`src/pkg/status_pin_pkg.sv`:
```
// constants for the second status indicator pin source selector
// assumes an avalon-mm slave with 32-bit data and byte addresses
`default_nettype none

package status_pin_pkg;

  // ****************************************************************
  // register map (byte addresses, one aligned word each)
  // ****************************************************************
  localparam logic [7:0] STATUS_PIN1_CONFIG_OFFSET = 8'h1c;
  localparam logic [7:0] DIAG_CONFIG_OFFSET        = 8'h20;
  localparam logic [7:0] PIN_STATE_OFFSET          = 8'h24;
  localparam int         ADDR_W                    = 8;
  localparam int         DATA_W                    = 32;

  // ****************************************************************
  // field layout and reset values
  // ****************************************************************
  localparam int         SOURCE_SELECT_MSB     = 7;
  localparam int         SOURCE_SELECT_LSB     = 4;
  localparam int         POLARITY_BIT          = 3;
  localparam logic [3:0] SOURCE_SELECT_RESET   = 4'h2;
  localparam logic       POLARITY_RESET        = 1'b1;
  localparam int         DIAG_ENABLE_BIT       = 0;
  localparam int         DIAG_LEVEL_BIT        = 1;
  localparam int         STATE_PIN_BIT         = 0;
  localparam int         STATE_RAW_BIT         = 1;
  localparam int         STATE_CODE_LSB        = 4;
  localparam int         FLAG_COUNT            = 8;

  // divider taps handed to the half-rate stage
  localparam int         TAP_COUNT   = 6;
  localparam int         TAP_R_A     = 0;
  localparam int         TAP_R_B     = 1;
  localparam int         TAP_N_A     = 2;
  localparam int         TAP_N_B     = 3;
  localparam int         TAP_M_A     = 4;
  localparam int         TAP_M_B     = 5;

  // ****************************************************************
  // source select codes
  // ****************************************************************
  typedef enum logic [3:0] {
    SRC_PRI_LOSS    = 4'h0,
    SRC_SEC_LOSS    = 4'h1,
    SRC_A_LOCK_LOSS = 4'h2,
    SRC_A_R_HALF    = 4'h3,
    SRC_A_N_HALF    = 4'h4,
    SRC_B_LOCK_LOSS = 4'h5,
    SRC_B_R_HALF    = 4'h6,
    SRC_B_N_HALF    = 4'h7,
    SRC_A_VCO_CAL   = 4'h8,
    SRC_B_VCO_CAL   = 4'h9,
    SRC_INTERRUPT   = 4'ha,
    SRC_A_M_HALF    = 4'hb,
    SRC_B_M_HALF    = 4'hc,
    SRC_EEPROM_BUSY = 4'hd,
    SRC_A_SWITCH    = 4'he,
    SRC_B_SWITCH    = 4'hf
  } source_code_type;

endpackage

`default_nettype wire

```
`src/hw/half_rate_divider.sv`:
```
// divide-by-two stage for one internal divider output
// assumes the divider output is synchronous to ref_clk_i
`default_nettype none

module half_rate_divider
  import status_pin_pkg::*;
(
  input  wire logic ref_clk_i,
  input  wire logic rstn_i,
  input  wire logic div_i,
  input  wire logic bypass_i,
  output var  logic half_o
);

  logic div_prev_reg;
  logic half_reg;
  logic rise;

  // toggle on each rising edge of the divider output
  assign rise   = div_i & ~div_prev_reg;
  assign half_o = half_reg;

  // bypassed divider gives no usable tap, so hold low
  always_ff @(posedge ref_clk_i)
  begin
    if (!rstn_i)
    begin
      div_prev_reg <= 1'b0;
      half_reg     <= 1'b0;
    end
    else
    begin
      div_prev_reg <= div_i;
      if (bypass_i)
        half_reg <= 1'b0;
      else if (rise)
        half_reg <= ~half_reg;
    end
  end

endmodule

`default_nettype wire

```
`src/hw/status_pin_source_mux.sv`:
```
// second status indicator pin: source selection, polarity, diagnostic override
// assumes all condition inputs are synchronous to ref_clk_i (25 mhz)
// Behaviour
// - a 4-bit source select in bits 7:4 of the config register, reset 0x2, picks the pin source.
// - codes 0 and 1 show signal loss on the primary and secondary reference inputs.
// - code 2 shows lock loss of synth_a and code 5 lock loss of synth_b.
// - codes 3 and 6 show the R divider of synth_a and synth_b halved, valid when not bypassed.
// - codes 4 and 7 show the N divider of synth_a and synth_b halved.
// - codes 11 and 12 show the M divider of synth_a and synth_b halved, valid when not bypassed.
// - codes 8 and 9 assert the pin while synth_a or synth_b vco calibration runs.
// - code 10 shows the interrupt indication, derived from the interrupt flag bits.
// - codes 14 and 15 show a secondary-to-primary switch-back of synth_a or synth_b.
// - polarity bit 3, reset 1, makes the pin active high when 1 and active low when 0.
// - an active diagnostic setting overrides both source select and polarity.
//
// Implementation choice: the Avalon-MM slave port.
`default_nettype none

module status_pin_source_mux
  import status_pin_pkg::*;
#(
  parameter int FLAGS = FLAG_COUNT
)
(
  input  wire logic                 ref_clk_i,
  input  wire logic                 rstn_i,
  // avalon-mm slave
  input  wire logic [ADDR_W-1:0]    address_i,
  input  wire logic                 read_i,
  input  wire logic                 write_i,
  input  wire logic [DATA_W-1:0]    writedata_i,
  input  wire logic [3:0]           byteenable_i,
  output var  logic [DATA_W-1:0]    readdata_o,
  output logic                      waitrequest_o,
  // internal conditions
  input  wire logic                 primary_signal_loss_i,
  input  wire logic                 secondary_signal_loss_i,
  input  wire logic                 synth_a_lock_loss_i,
  input  wire logic                 synth_b_lock_loss_i,
  input  wire logic                 synth_a_r_div_i,
  input  wire logic                 synth_b_r_div_i,
  input  wire logic                 synth_a_n_div_i,
  input  wire logic                 synth_b_n_div_i,
  input  wire logic                 synth_a_m_div_i,
  input  wire logic                 synth_b_m_div_i,
  input  wire logic                 synth_a_r_bypass_i,
  input  wire logic                 synth_b_r_bypass_i,
  input  wire logic                 synth_a_m_bypass_i,
  input  wire logic                 synth_b_m_bypass_i,
  input  wire logic                 synth_a_vco_cal_i,
  input  wire logic                 synth_b_vco_cal_i,
  input  wire logic [FLAGS-1:0]     interrupt_flag_bits_i,
  input  wire logic                 eeprom_busy_i,
  input  wire logic                 synth_a_switch_back_i,
  input  wire logic                 synth_b_switch_back_i,
  // pin
  output var  logic                 status_pin1_o
);

  // ****************************************************************
  // register state
  // ****************************************************************
  source_code_type      status_pin1_source_select_reg;
  logic                 status_pin1_polarity_reg;
  logic                 diag_enable_reg;
  logic                 diag_level_reg;
  logic                 ack_reg;
  logic [DATA_W-1:0]    readdata_reg;
  logic                 status_pin1_reg;
  logic                 raw_reg;

  // ****************************************************************
  // bus decode
  // ****************************************************************
  logic                 request;
  logic                 accept;
  logic                 hit_config;
  logic                 hit_diag;
  logic                 hit_state;
  logic                 write_config;
  logic                 write_diag;
  logic [DATA_W-1:0]    config_word;
  logic [DATA_W-1:0]    diag_word;
  logic [DATA_W-1:0]    state_word;
  logic [DATA_W-1:0]    readdata_next;

  // one wait cycle per access keeps the read mux off the critical path
  assign request       = read_i | write_i;
  assign accept        = request & ~ack_reg;
  assign waitrequest_o = request & ~ack_reg;

  assign hit_config    = (address_i == STATUS_PIN1_CONFIG_OFFSET);
  assign hit_diag      = (address_i == DIAG_CONFIG_OFFSET);
  assign hit_state     = (address_i == PIN_STATE_OFFSET);

  // only lane 0 carries fields; other lanes are ignored
  assign write_config  = accept & write_i & hit_config & byteenable_i[0];
  assign write_diag    = accept & write_i & hit_diag & byteenable_i[0];

  // ****************************************************************
  // read words, reserved bits read zero
  // ****************************************************************
  function automatic logic [DATA_W-1:0] place_bit(input logic value, input int pos);
    logic [DATA_W-1:0] word;
    word      = '0;
    word[pos] = value;
    return word;
  endfunction

  assign config_word =
    (DATA_W'(status_pin1_source_select_reg) << SOURCE_SELECT_LSB)
    | place_bit(status_pin1_polarity_reg, POLARITY_BIT);
  assign diag_word   = place_bit(diag_enable_reg, DIAG_ENABLE_BIT)
                     | place_bit(diag_level_reg, DIAG_LEVEL_BIT);
  assign state_word  = place_bit(status_pin1_reg, STATE_PIN_BIT)
                     | place_bit(raw_reg, STATE_RAW_BIT)
                     | (DATA_W'(status_pin1_source_select_reg) << STATE_CODE_LSB);

  // unmapped addresses read zero and swallow writes
  assign readdata_next = hit_config ? config_word :
                         hit_diag   ? diag_word   :
                         hit_state  ? state_word  : '0;

  assign readdata_o    = readdata_reg;

  // ****************************************************************
  // bus handshake
  // ****************************************************************
  // ack pulses for one cycle, so a held request is served again every second cycle
  always_ff @(posedge ref_clk_i)
  begin
    if (!rstn_i)
    begin
      ack_reg      <= 1'b0;
      readdata_reg <= '0;
    end
    else
    begin
      ack_reg <= accept;
      if (accept & read_i)
        readdata_reg <= readdata_next;
    end
  end

  // ****************************************************************
  // configuration registers
  // ****************************************************************
  // reset values give lock loss of synth_a, active high
  always_ff @(posedge ref_clk_i)
  begin
    if (!rstn_i)
    begin
      status_pin1_source_select_reg <= source_code_type'(SOURCE_SELECT_RESET);
      status_pin1_polarity_reg      <= POLARITY_RESET;
    end
    else if (write_config)
    begin
      status_pin1_source_select_reg <=
        source_code_type'(writedata_i[SOURCE_SELECT_MSB:SOURCE_SELECT_LSB]);
      status_pin1_polarity_reg      <= writedata_i[POLARITY_BIT];
    end
  end

  // diagnostic override starts off
  always_ff @(posedge ref_clk_i)
  begin
    if (!rstn_i)
    begin
      diag_enable_reg <= 1'b0;
      diag_level_reg  <= 1'b0;
    end
    else if (write_diag)
    begin
      diag_enable_reg <= writedata_i[DIAG_ENABLE_BIT];
      diag_level_reg  <= writedata_i[DIAG_LEVEL_BIT];
    end
  end

  // ****************************************************************
  // halved divider taps
  // ****************************************************************
  logic [TAP_COUNT-1:0] tap_div;
  logic [TAP_COUNT-1:0] tap_bypass;
  logic [TAP_COUNT-1:0] tap_half;

  assign tap_div[TAP_R_A]    = synth_a_r_div_i;
  assign tap_div[TAP_R_B]    = synth_b_r_div_i;
  assign tap_div[TAP_N_A]    = synth_a_n_div_i;
  assign tap_div[TAP_N_B]    = synth_b_n_div_i;
  assign tap_div[TAP_M_A]    = synth_a_m_div_i;
  assign tap_div[TAP_M_B]    = synth_b_m_div_i;

  // n dividers have no bypass; r and m taps go quiet when bypassed
  assign tap_bypass[TAP_R_A] = synth_a_r_bypass_i;
  assign tap_bypass[TAP_R_B] = synth_b_r_bypass_i;
  assign tap_bypass[TAP_N_A] = 1'b0;
  assign tap_bypass[TAP_N_B] = 1'b0;
  assign tap_bypass[TAP_M_A] = synth_a_m_bypass_i;
  assign tap_bypass[TAP_M_B] = synth_b_m_bypass_i;

  // each tap toggles on rising edges of its divider output
  for (genvar t = 0; t < TAP_COUNT; t++)
  begin : g_half
    half_rate_divider u_half
    (
      .ref_clk_i (ref_clk_i),
      .rstn_i    (rstn_i),
      .div_i     (tap_div[t]),
      .bypass_i  (tap_bypass[t]),
      .half_o    (tap_half[t])
    );
  end

  // ****************************************************************
  // source selection
  // ****************************************************************
  logic interrupt_indication;
  logic raw_level;
  logic pin_next;

  // any pending flag raises the interrupt indication
  assign interrupt_indication = |interrupt_flag_bits_i;

  // all sixteen codes are legal, so no default branch
  always_comb
  begin
    raw_level = 1'b0;
    unique case (status_pin1_source_select_reg)
      SRC_PRI_LOSS:    raw_level = primary_signal_loss_i;
      SRC_SEC_LOSS:    raw_level = secondary_signal_loss_i;
      SRC_A_LOCK_LOSS: raw_level = synth_a_lock_loss_i;
      SRC_B_LOCK_LOSS: raw_level = synth_b_lock_loss_i;
      SRC_A_R_HALF:    raw_level = tap_half[TAP_R_A];
      SRC_B_R_HALF:    raw_level = tap_half[TAP_R_B];
      SRC_A_N_HALF:    raw_level = tap_half[TAP_N_A];
      SRC_B_N_HALF:    raw_level = tap_half[TAP_N_B];
      SRC_A_M_HALF:    raw_level = tap_half[TAP_M_A];
      SRC_B_M_HALF:    raw_level = tap_half[TAP_M_B];
      SRC_A_VCO_CAL:   raw_level = synth_a_vco_cal_i;
      SRC_B_VCO_CAL:   raw_level = synth_b_vco_cal_i;
      SRC_INTERRUPT:   raw_level = interrupt_indication;
      SRC_EEPROM_BUSY: raw_level = eeprom_busy_i;
      SRC_A_SWITCH:    raw_level = synth_a_switch_back_i;
      SRC_B_SWITCH:    raw_level = synth_b_switch_back_i;
    endcase
  end

  // diagnostic level wins over selection and polarity alike
  assign pin_next = diag_enable_reg ? diag_level_reg
                  : (status_pin1_polarity_reg ? raw_level : ~raw_level);

  // ****************************************************************
  // pin register
  // ****************************************************************
  // registered pin avoids glitches when the select changes
  always_ff @(posedge ref_clk_i)
  begin
    if (!rstn_i)
    begin
      status_pin1_reg <= 1'b0;
      raw_reg         <= 1'b0;
    end
    else
    begin
      status_pin1_reg <= pin_next;
      raw_reg         <= raw_level;
    end
  end

  assign status_pin1_o = status_pin1_reg;

endmodule

`default_nettype wire

```
`config.mk`:
```
export PLATFORM = sky130hd
export DESIGN_NAME = status_pin_source_mux
export DESIGN_NICKNAME = d
export VERILOG_FILES = /design/src/pkg/status_pin_pkg.sv /design/src/hw/half_rate_divider.sv /design/src/hw/status_pin_source_mux.sv
export SDC_FILE = /design/constraint.sdc
export NUM_CORES = 1
export LEC_CHECK = 0
export ABC_AREA = 1
export BUFFER_PORTS_ARGS = -buffer_cell sky130_fd_sc_hd__buf_4
export CORE_MARGIN = 2
export CORE_UTILIZATION = 37
export DETAILED_ROUTE_END_ITERATION = 16
export HOLD_SLACK_MARGIN = 0.02
export PLACE_DENSITY = 0.86
export SLEW_MARGIN = 5
export SYNTH_ARGS = -nofsm -noshare
export SYNTH_HDL_FRONTEND = slang
export SYNTH_SLANG_ARGS = --single-unit
```
`constraint.sdc`:
```
create_clock -name ref_clk_i -period 1.3 [get_ports ref_clk_i]
set_clock_uncertainty 0.2 [all_clocks]
set_input_delay 0 -clock ref_clk_i [delete_from_list [all_inputs] [get_ports ref_clk_i]]
set_output_delay 0 -clock ref_clk_i [all_outputs]
set_load 0.02 [all_outputs]
```
======== Word-level counts from Yosys, hierarchy flattened ========
Index checks and enable logic that the tools add are counted.
W data, S select, Z words.
storage, ports and cells
  output and inout bits ................... 34
  bits in registers ....................... 54
  input port bits ......................... 75
  word-level logic and storage cells ...... 83
cells by class
  reductions and logical operators ........ 6
  equality and inequality tests ........... 18
  muxes and demuxes ....................... 6
  bitwise gates (word level) .............. 33
operator list
  cell                  number
  $eq A4 B4 Y1 const B  8
  $mux W8               3
  $eq A4 B3 Y1 const B  4
  $eq A8 B6 Y1 const B  2
  $pmux W1 S16          1
  $not A1 Y1            15
  $and A1 B1 Y1         13
  $eq A4 B2 Y1 const B  2
  $eq A8 B5 Y1 const B  1
  $or A2 B8 Y8          1
  $or A8 B4 Y8          1
  $reduce_or A2 Y1      4
  $reduce_or A8 Y1      1
  $eq A4 B1 Y1 const B  1
  $logic_not A4 Y1      1
  $or A1 B2 Y2          2
  $mux W1               2
  $or A1 B1 Y1          1

======== Longest topological paths before layout ========
  depth in word-level cells ............... 5
  mapped depth ............................ 14
  depth with buffers taken out ............ 13

======== Modules after synthesis ========
From an unflattened synthesis, not the netlist that was laid out.
second synthesis, totals
  cells, all modules ...................... 245
  area total of the unflattened synthesis .. 1630.3 µm²
modules (own cells, without submodules)
  module                 instances  area each (µm²)  seq. area each (µm²)  cells each
  status_pin_source_mux  1          1157.4           340.3                 179
  half_rate_divider      6          78.8             40.0                  11

======== Worst setup path after synthesis ========
OpenSTA, ideal clock, no wires.
  kind .................................... register to register
  from .................................... register status_pin1_source_select_reg[0]
  to ...................................... register status_pin1_reg, in the netlist status_pin1_o
  period minus slack after synthesis ...... 1.413 ns
  library setup time ...................... 0.109 ns
  setup slack ............................. -0.113 ns
  data required time ...................... 0.991 ns
  data arrival time ....................... 1.105 ns
  buffers on the path ..................... 1
  stages on the path, launching flop included .. 13
  cell sequence ........................... dfxtp_1 > buf_6 > inv_4 > nand3_2 > nand2_2 > o21bai_2 > nand2_2 > nor2_4 > nand3_2 > nand2_1 > nand3_1 > nand2_1 > inv_1
between the ends
  longest elaborated chain between the ends .. 5
  elaborated cells between the ends (all ways) .. 20
  classes of those cells .................. eq/ne: 15; mux: 3; bitwise: 1; reduce/logical: 1
RTL lines
  what                                  RTL line                      source
  start: declaration                    status_pin_source_mux.sv:63   source_code_type status_pin1_source_select_reg;
  start signal: assignment              status_pin_source_mux.sv:153  status_pin1_source_select_reg <= source_code_type'(SOURCE_SELECT_RESET);
  start signal: assignment              status_pin_source_mux.sv:158  status_pin1_source_select_reg <=
  $eq A4 B4 Y1 (tied with other cells)  status_pin_source_mux.sv:228  unique case (status_pin1_source_select_reg)
  $pmux W1 S16 (*)                      status_pin_source_mux.sv:228
  $not A1 Y1                            status_pin_source_mux.sv:250  : (status_pin1_polarity_reg ? raw_level : ~raw_level);
  $mux W1 (*)                           status_pin_source_mux.sv:250
  $mux W1 (*)                           status_pin_source_mux.sv:249  assign pin_next = diag_enable_reg ? diag_level_reg
  end signal: assignment                status_pin_source_mux.sv:265  status_pin1_reg <= pin_next;
  end: declaration                      status_pin_source_mux.sv:69   logic status_pin1_reg;
Every way passes the cells marked *; elsewhere a longest branch is shown, timed or not.
A chain may end at the register's enable or synchronous reset.

======== Worst setup path after layout ========
  from .................................... register status_pin1_source_select_reg[1]
  to ...................................... register status_pin1_reg, in the netlist status_pin1_o
The elaborated chain is that of the path after synthesis.

==> results <==
- The final critical path time including I/O delays and setup is 1.58 ns.
- Across the run, the number of max-cap violations was 0.
- The type of the worst min-delay path is input pin to flop.
- Once detailed placement completed, the half-perimeter wirelength came to 3.01 mm.
- OpenSTA, run right after detailed placement, puts the worst setup slack at -0.348 ns.
- The number of different library cells used by synthesis comes to 29.
- Across the whole layout, storage elements account for 587 sq um.
- For the worst-skew pair, the clock arrives at the later sink with an insertion delay of 0.28 ns.
- In the final layout, the share of cells above drive strength 1 is 0.339.
- The horizontal extent of the die is 69.9 um.
- The final wirelength is 4.31 mm.
- The number of instances in the synthesized netlist is 232.
- The detailed router finished its first iteration with 76 violations.
- The flip-flop count of the largest register after layout is 7.
- Counting tap cells, the placed design contains a total of 346 instances.
- The area of the multi-input gates is around 770 sq um.
- The source of the critical timing path is status_pin1_source_select_reg[1].
- Of the synthesized area, sequential elements account for 0.361.
- The worst setup slack after layout is -0.277 ns.
- 0 antenna diodes ended up in the layout.
- Summed over all layers, the global routing overflow is 0.
- The detailed-route DRC error count is 0.
- A synthesized cell averages 6.94 sq um.
- The total power is 2.12 mW.
- The depth of the CTS H-tree is 2.
- The hold path endpoint is readdata_o[1].
- The routing usage on met3 is 0.0418.
- Yosys printed 0 warnings.
- The kind of capture point of the worst setup path is a flop.
- The core area is 4090 sq um.
- The flow ran to the end, but the final reports show violations.
- Detailed routing inserted a total of 1727 vias.
- The peak fanout along the critical path is 7.
- For met2 alone, demand over resource in global routing was 0.319.
- Timing would allow up to around 630 MHz.
- The floorplan has 23 rows.
- Leaving out fill and tap cells, the most frequent cell in the layout is sky130_fd_sc_hd__buf_4.
- The checks that failed: negative setup slack.
- Entering global routing, the biggest net connects 18 pins.
- Routability-driven placement finished with a final weighted congestion of slightly below 0.9.
- The setup path with the least slack is of type flop to flop.
- For the worst flop-to-flop path, the logic depth is 11.
- From synthesis to final layout, the design area changed by 54.2%.
- The placed instances occupy a cell area of 2080 sq um.
- The number of sinks on the clock net is 29.
- After detailed routing, the average wire length per cell comes to around 11 um.
- Setup repair after global routing could not meet its margin everywhere.
- The clock edge transition at the registers on the reported setup and hold paths is roughly 0.070 ns.
- The setup violation total in the final timing report is 2.
- The count of placed standard cells in the final layout, fillers left out is 380.
- In the layout the commonest cells are sky130_fd_sc_hd__buf_4 (70), sky130_fd_sc_hd__nand2_1 (43), sky130_fd_sc_hd__inv_1 (26), sky130_fd_sc_hd__dfxtp_1 (26), sky130_fd_sc_hd__conb_1 (25).
- The library cell used as clock root buffer is sky130_fd_sc_hd__clkbuf_8.
- After synthesis, the cell types taking the most area are sky130_fd_sc_hd__dfxtp_1 (36%), sky130_fd_sc_hd__buf_4 (12%), sky130_fd_sc_hd__nand2_1 (11%).
- The worst setup path is launched from a flop.
- The number of nets at the end of the flow is 404.
- The mapped netlist covers ~1600 sq um.
- For this run, the slowest stage of the critical path takes 0.38 ns.
- The total track usage is 0.167.
- The largest area contributor in the synthesized netlist is sky130_fd_sc_hd__dfxtp_1.
- Buffers placed on the I/O ports in this run total 55.
- The endpoint of the worst-slack reg-to-reg timing path is status_pin1_o.
- The full die area is 4890 sq um.
- TritonCTS built the clock tree.
- The global routing met1 resource utilization is 0.174.
- After detailed routing, the number of vias per cell comes to between 4 and 5.
- The power density normalized to cell area is 853 nW/um^2.
- Data arrives at the worst endpoint at 1.56 ns.
- The total count of max-transition violations in the final report came to 0.
- Walking the worst path, the cells encountered are buf_6 -> nand3_2 -> nand2_2 -> o21bai_2 -> nand2_2 -> nor2_4 -> nand3_2 -> nand2_1 -> nand3_1 -> nand2_1 -> inv_1.
- The via count of the first global-routing pass is roughly 1600.
- The number of antenna violations at the first check in global routing came to 0.
- The detail route stage leaves a number of antenna-violating nets equal to 0.
- The number of endpoints with negative hold slack in the final report is 0.
- At the worst endpoint, the required time is ~1.3 ns.
- The most congested layer reported by global routing is met2.
- In this run the vertical extent of the chip is 69.9 um.
- The effective utilization at floorplan is 0.394.
- The share of synthesized area in the top cell type comes to 0.361.
- The flip-flop and latch count after synthesis is 29.
- The number of buffers inserted during clock tree synthesis is 5.
- The filler cell count is 368.
- The total iterations of the first detailed-routing run is 4.
- The critical-path cell with the highest stage delay is sky130_fd_sc_hd__dfxtp_4.
- The number of instances on the worst hold path is 5.
- The register-to-register setup slack is -0.28 ns.
- VDD sags by at most between 0.0006 and 0.0007 V.
- The clock tree buffer depth is 2.
- The leakage power is roughly 1.3 nW.
- The origin of the worst min-delay path is address_i[2].
- Measured on the finished design, the core utilization comes to 0.607.
- The global-route wire length before repair is between 6 and 7 mm.
- The worst register-to-register path begins at status_pin1_source_select_reg[1].
- The ratio of final minimum period to clock period is 1.21.
- The count of pins on the block boundary is 109.
- The final design instance area without fill is 2480 sq um.
-- logic make-up (layout without fill, tap and decap cells) --
| family | Yosys count | count (layout) | share of synthesized area |
|---|---|---|---|
| AOI/OAI and AO/OA | 29 | 29 | 0.101 |
| xor gates and xnor gates | 5 | 5 | 0.0272 |
| buffers and inverters | 71 | 145 | 0.237 |
| DFF | 29 | 29 | 0.361 |
| other | 1 | 25 | 0.00233 |
| and+or+nand+nor | 97 | 97 | 0.271 |
-- worst max path at each step --
stage                                to  slack (ns)  cells past startpoint
final                     status_pin1_o       -0.28                     11
after global placement    status_pin1_o       -0.25                     11
after CTS                 status_pin1_o       -0.22                     12
after detailed placement  status_pin1_o       -0.35                     13
after global routing      status_pin1_o       -0.35                     12
after floorplan           status_pin1_o       -0.11                     12
-- layout make-up --
class | count | share of cell area
timing repair buffer | 96 | 0.322
timing repair inverter | 1 | 0.00303
tap | 50 | 0.0252
clock inverter | 3 | 0.00706
multi-input combinational | 156 | 0.312
clock buffer | 5 | 0.0277
inverter | 40 | 0.0661
sequential | 29 | 0.237
-- per-layer routing --
metal,vias to the layer above,part of all wire
li1,865,-
met1,776,0.40
met2,79,0.52
met3,7,0.058
met4,0,0.018
met5,-,0
-- where the power goes --
group	total, mW	switching, mW	leakage, nW	internal, mW
clock	0.722	0.354	0.0439	0.368
sequential	0.945	0.0199	0.239	0.925
combinational	0.448	0.226	1.02	0.222
total	2.12	0.600	1.31	1.52
-- through the flow --
stage                     TNS, ns  hold slack [ns]
after floorplan            -0.113           -0.123
after global placement     -0.465          -0.0361
after detailed placement   -0.802          -0.0333
after CTS                  -0.380          -0.0391
after global routing       -0.604           0.0194
final                      -0.477          0.00602
-- worst max-delay path: cells and delay by family (launching register included) --
kind	cells	cell delay [ns]
compound gates	1	0.16
buf+inv	2	0.16
flops	1	0.38
simple gates	8	0.58
-- what timing repair did --
item / CTS / global route
resized for setup: 7 / 15
pin swaps: 0 / 3
cloned: 0 / 1
hold endpoints to repair: 27 / 6
buffers inserted: 2 / 1
setup endpoints to repair: 8 / 16
hold buffers: 21 / 1
-- cells in the mapped netlist --
master / n
sky130_fd_sc_hd__clkinv_1: 1
sky130_fd_sc_hd__nor2_4: 2
sky130_fd_sc_hd__o211ai_1: 3
sky130_fd_sc_hd__o21bai_2: 1
sky130_fd_sc_hd__or2_1: 1
sky130_fd_sc_hd__buf_6: 2
sky130_fd_sc_hd__nand2_2: 2
sky130_fd_sc_hd__dfxtp_1: 29
sky130_fd_sc_hd__o22ai_1: 2
sky130_fd_sc_hd__clkbuf_1: 3
sky130_fd_sc_hd__nor3_1: 4
sky130_fd_sc_hd__nand3_1: 18
sky130_fd_sc_hd__inv_4: 2
sky130_fd_sc_hd__conb_1: 1
sky130_fd_sc_hd__nor4_1: 1
sky130_fd_sc_hd__and3_1: 1
sky130_fd_sc_hd__inv_1: 28
sky130_fd_sc_hd__xor2_1: 5
sky130_fd_sc_hd__o21ai_1: 8
sky130_fd_sc_hd__buf_4: 25
sky130_fd_sc_hd__a31oi_1: 1
sky130_fd_sc_hd__nor2_1: 17
sky130_fd_sc_hd__nand2_1: 47
sky130_fd_sc_hd__a21oi_1: 13
sky130_fd_sc_hd__inv_2: 9
sky130_fd_sc_hd__nand4_1: 2
sky130_fd_sc_hd__o21ai_0: 1
sky130_fd_sc_hd__buf_2: 1
sky130_fd_sc_hd__nand3_2: 2
Note: power is estimated with default switching activity, not from simulation.
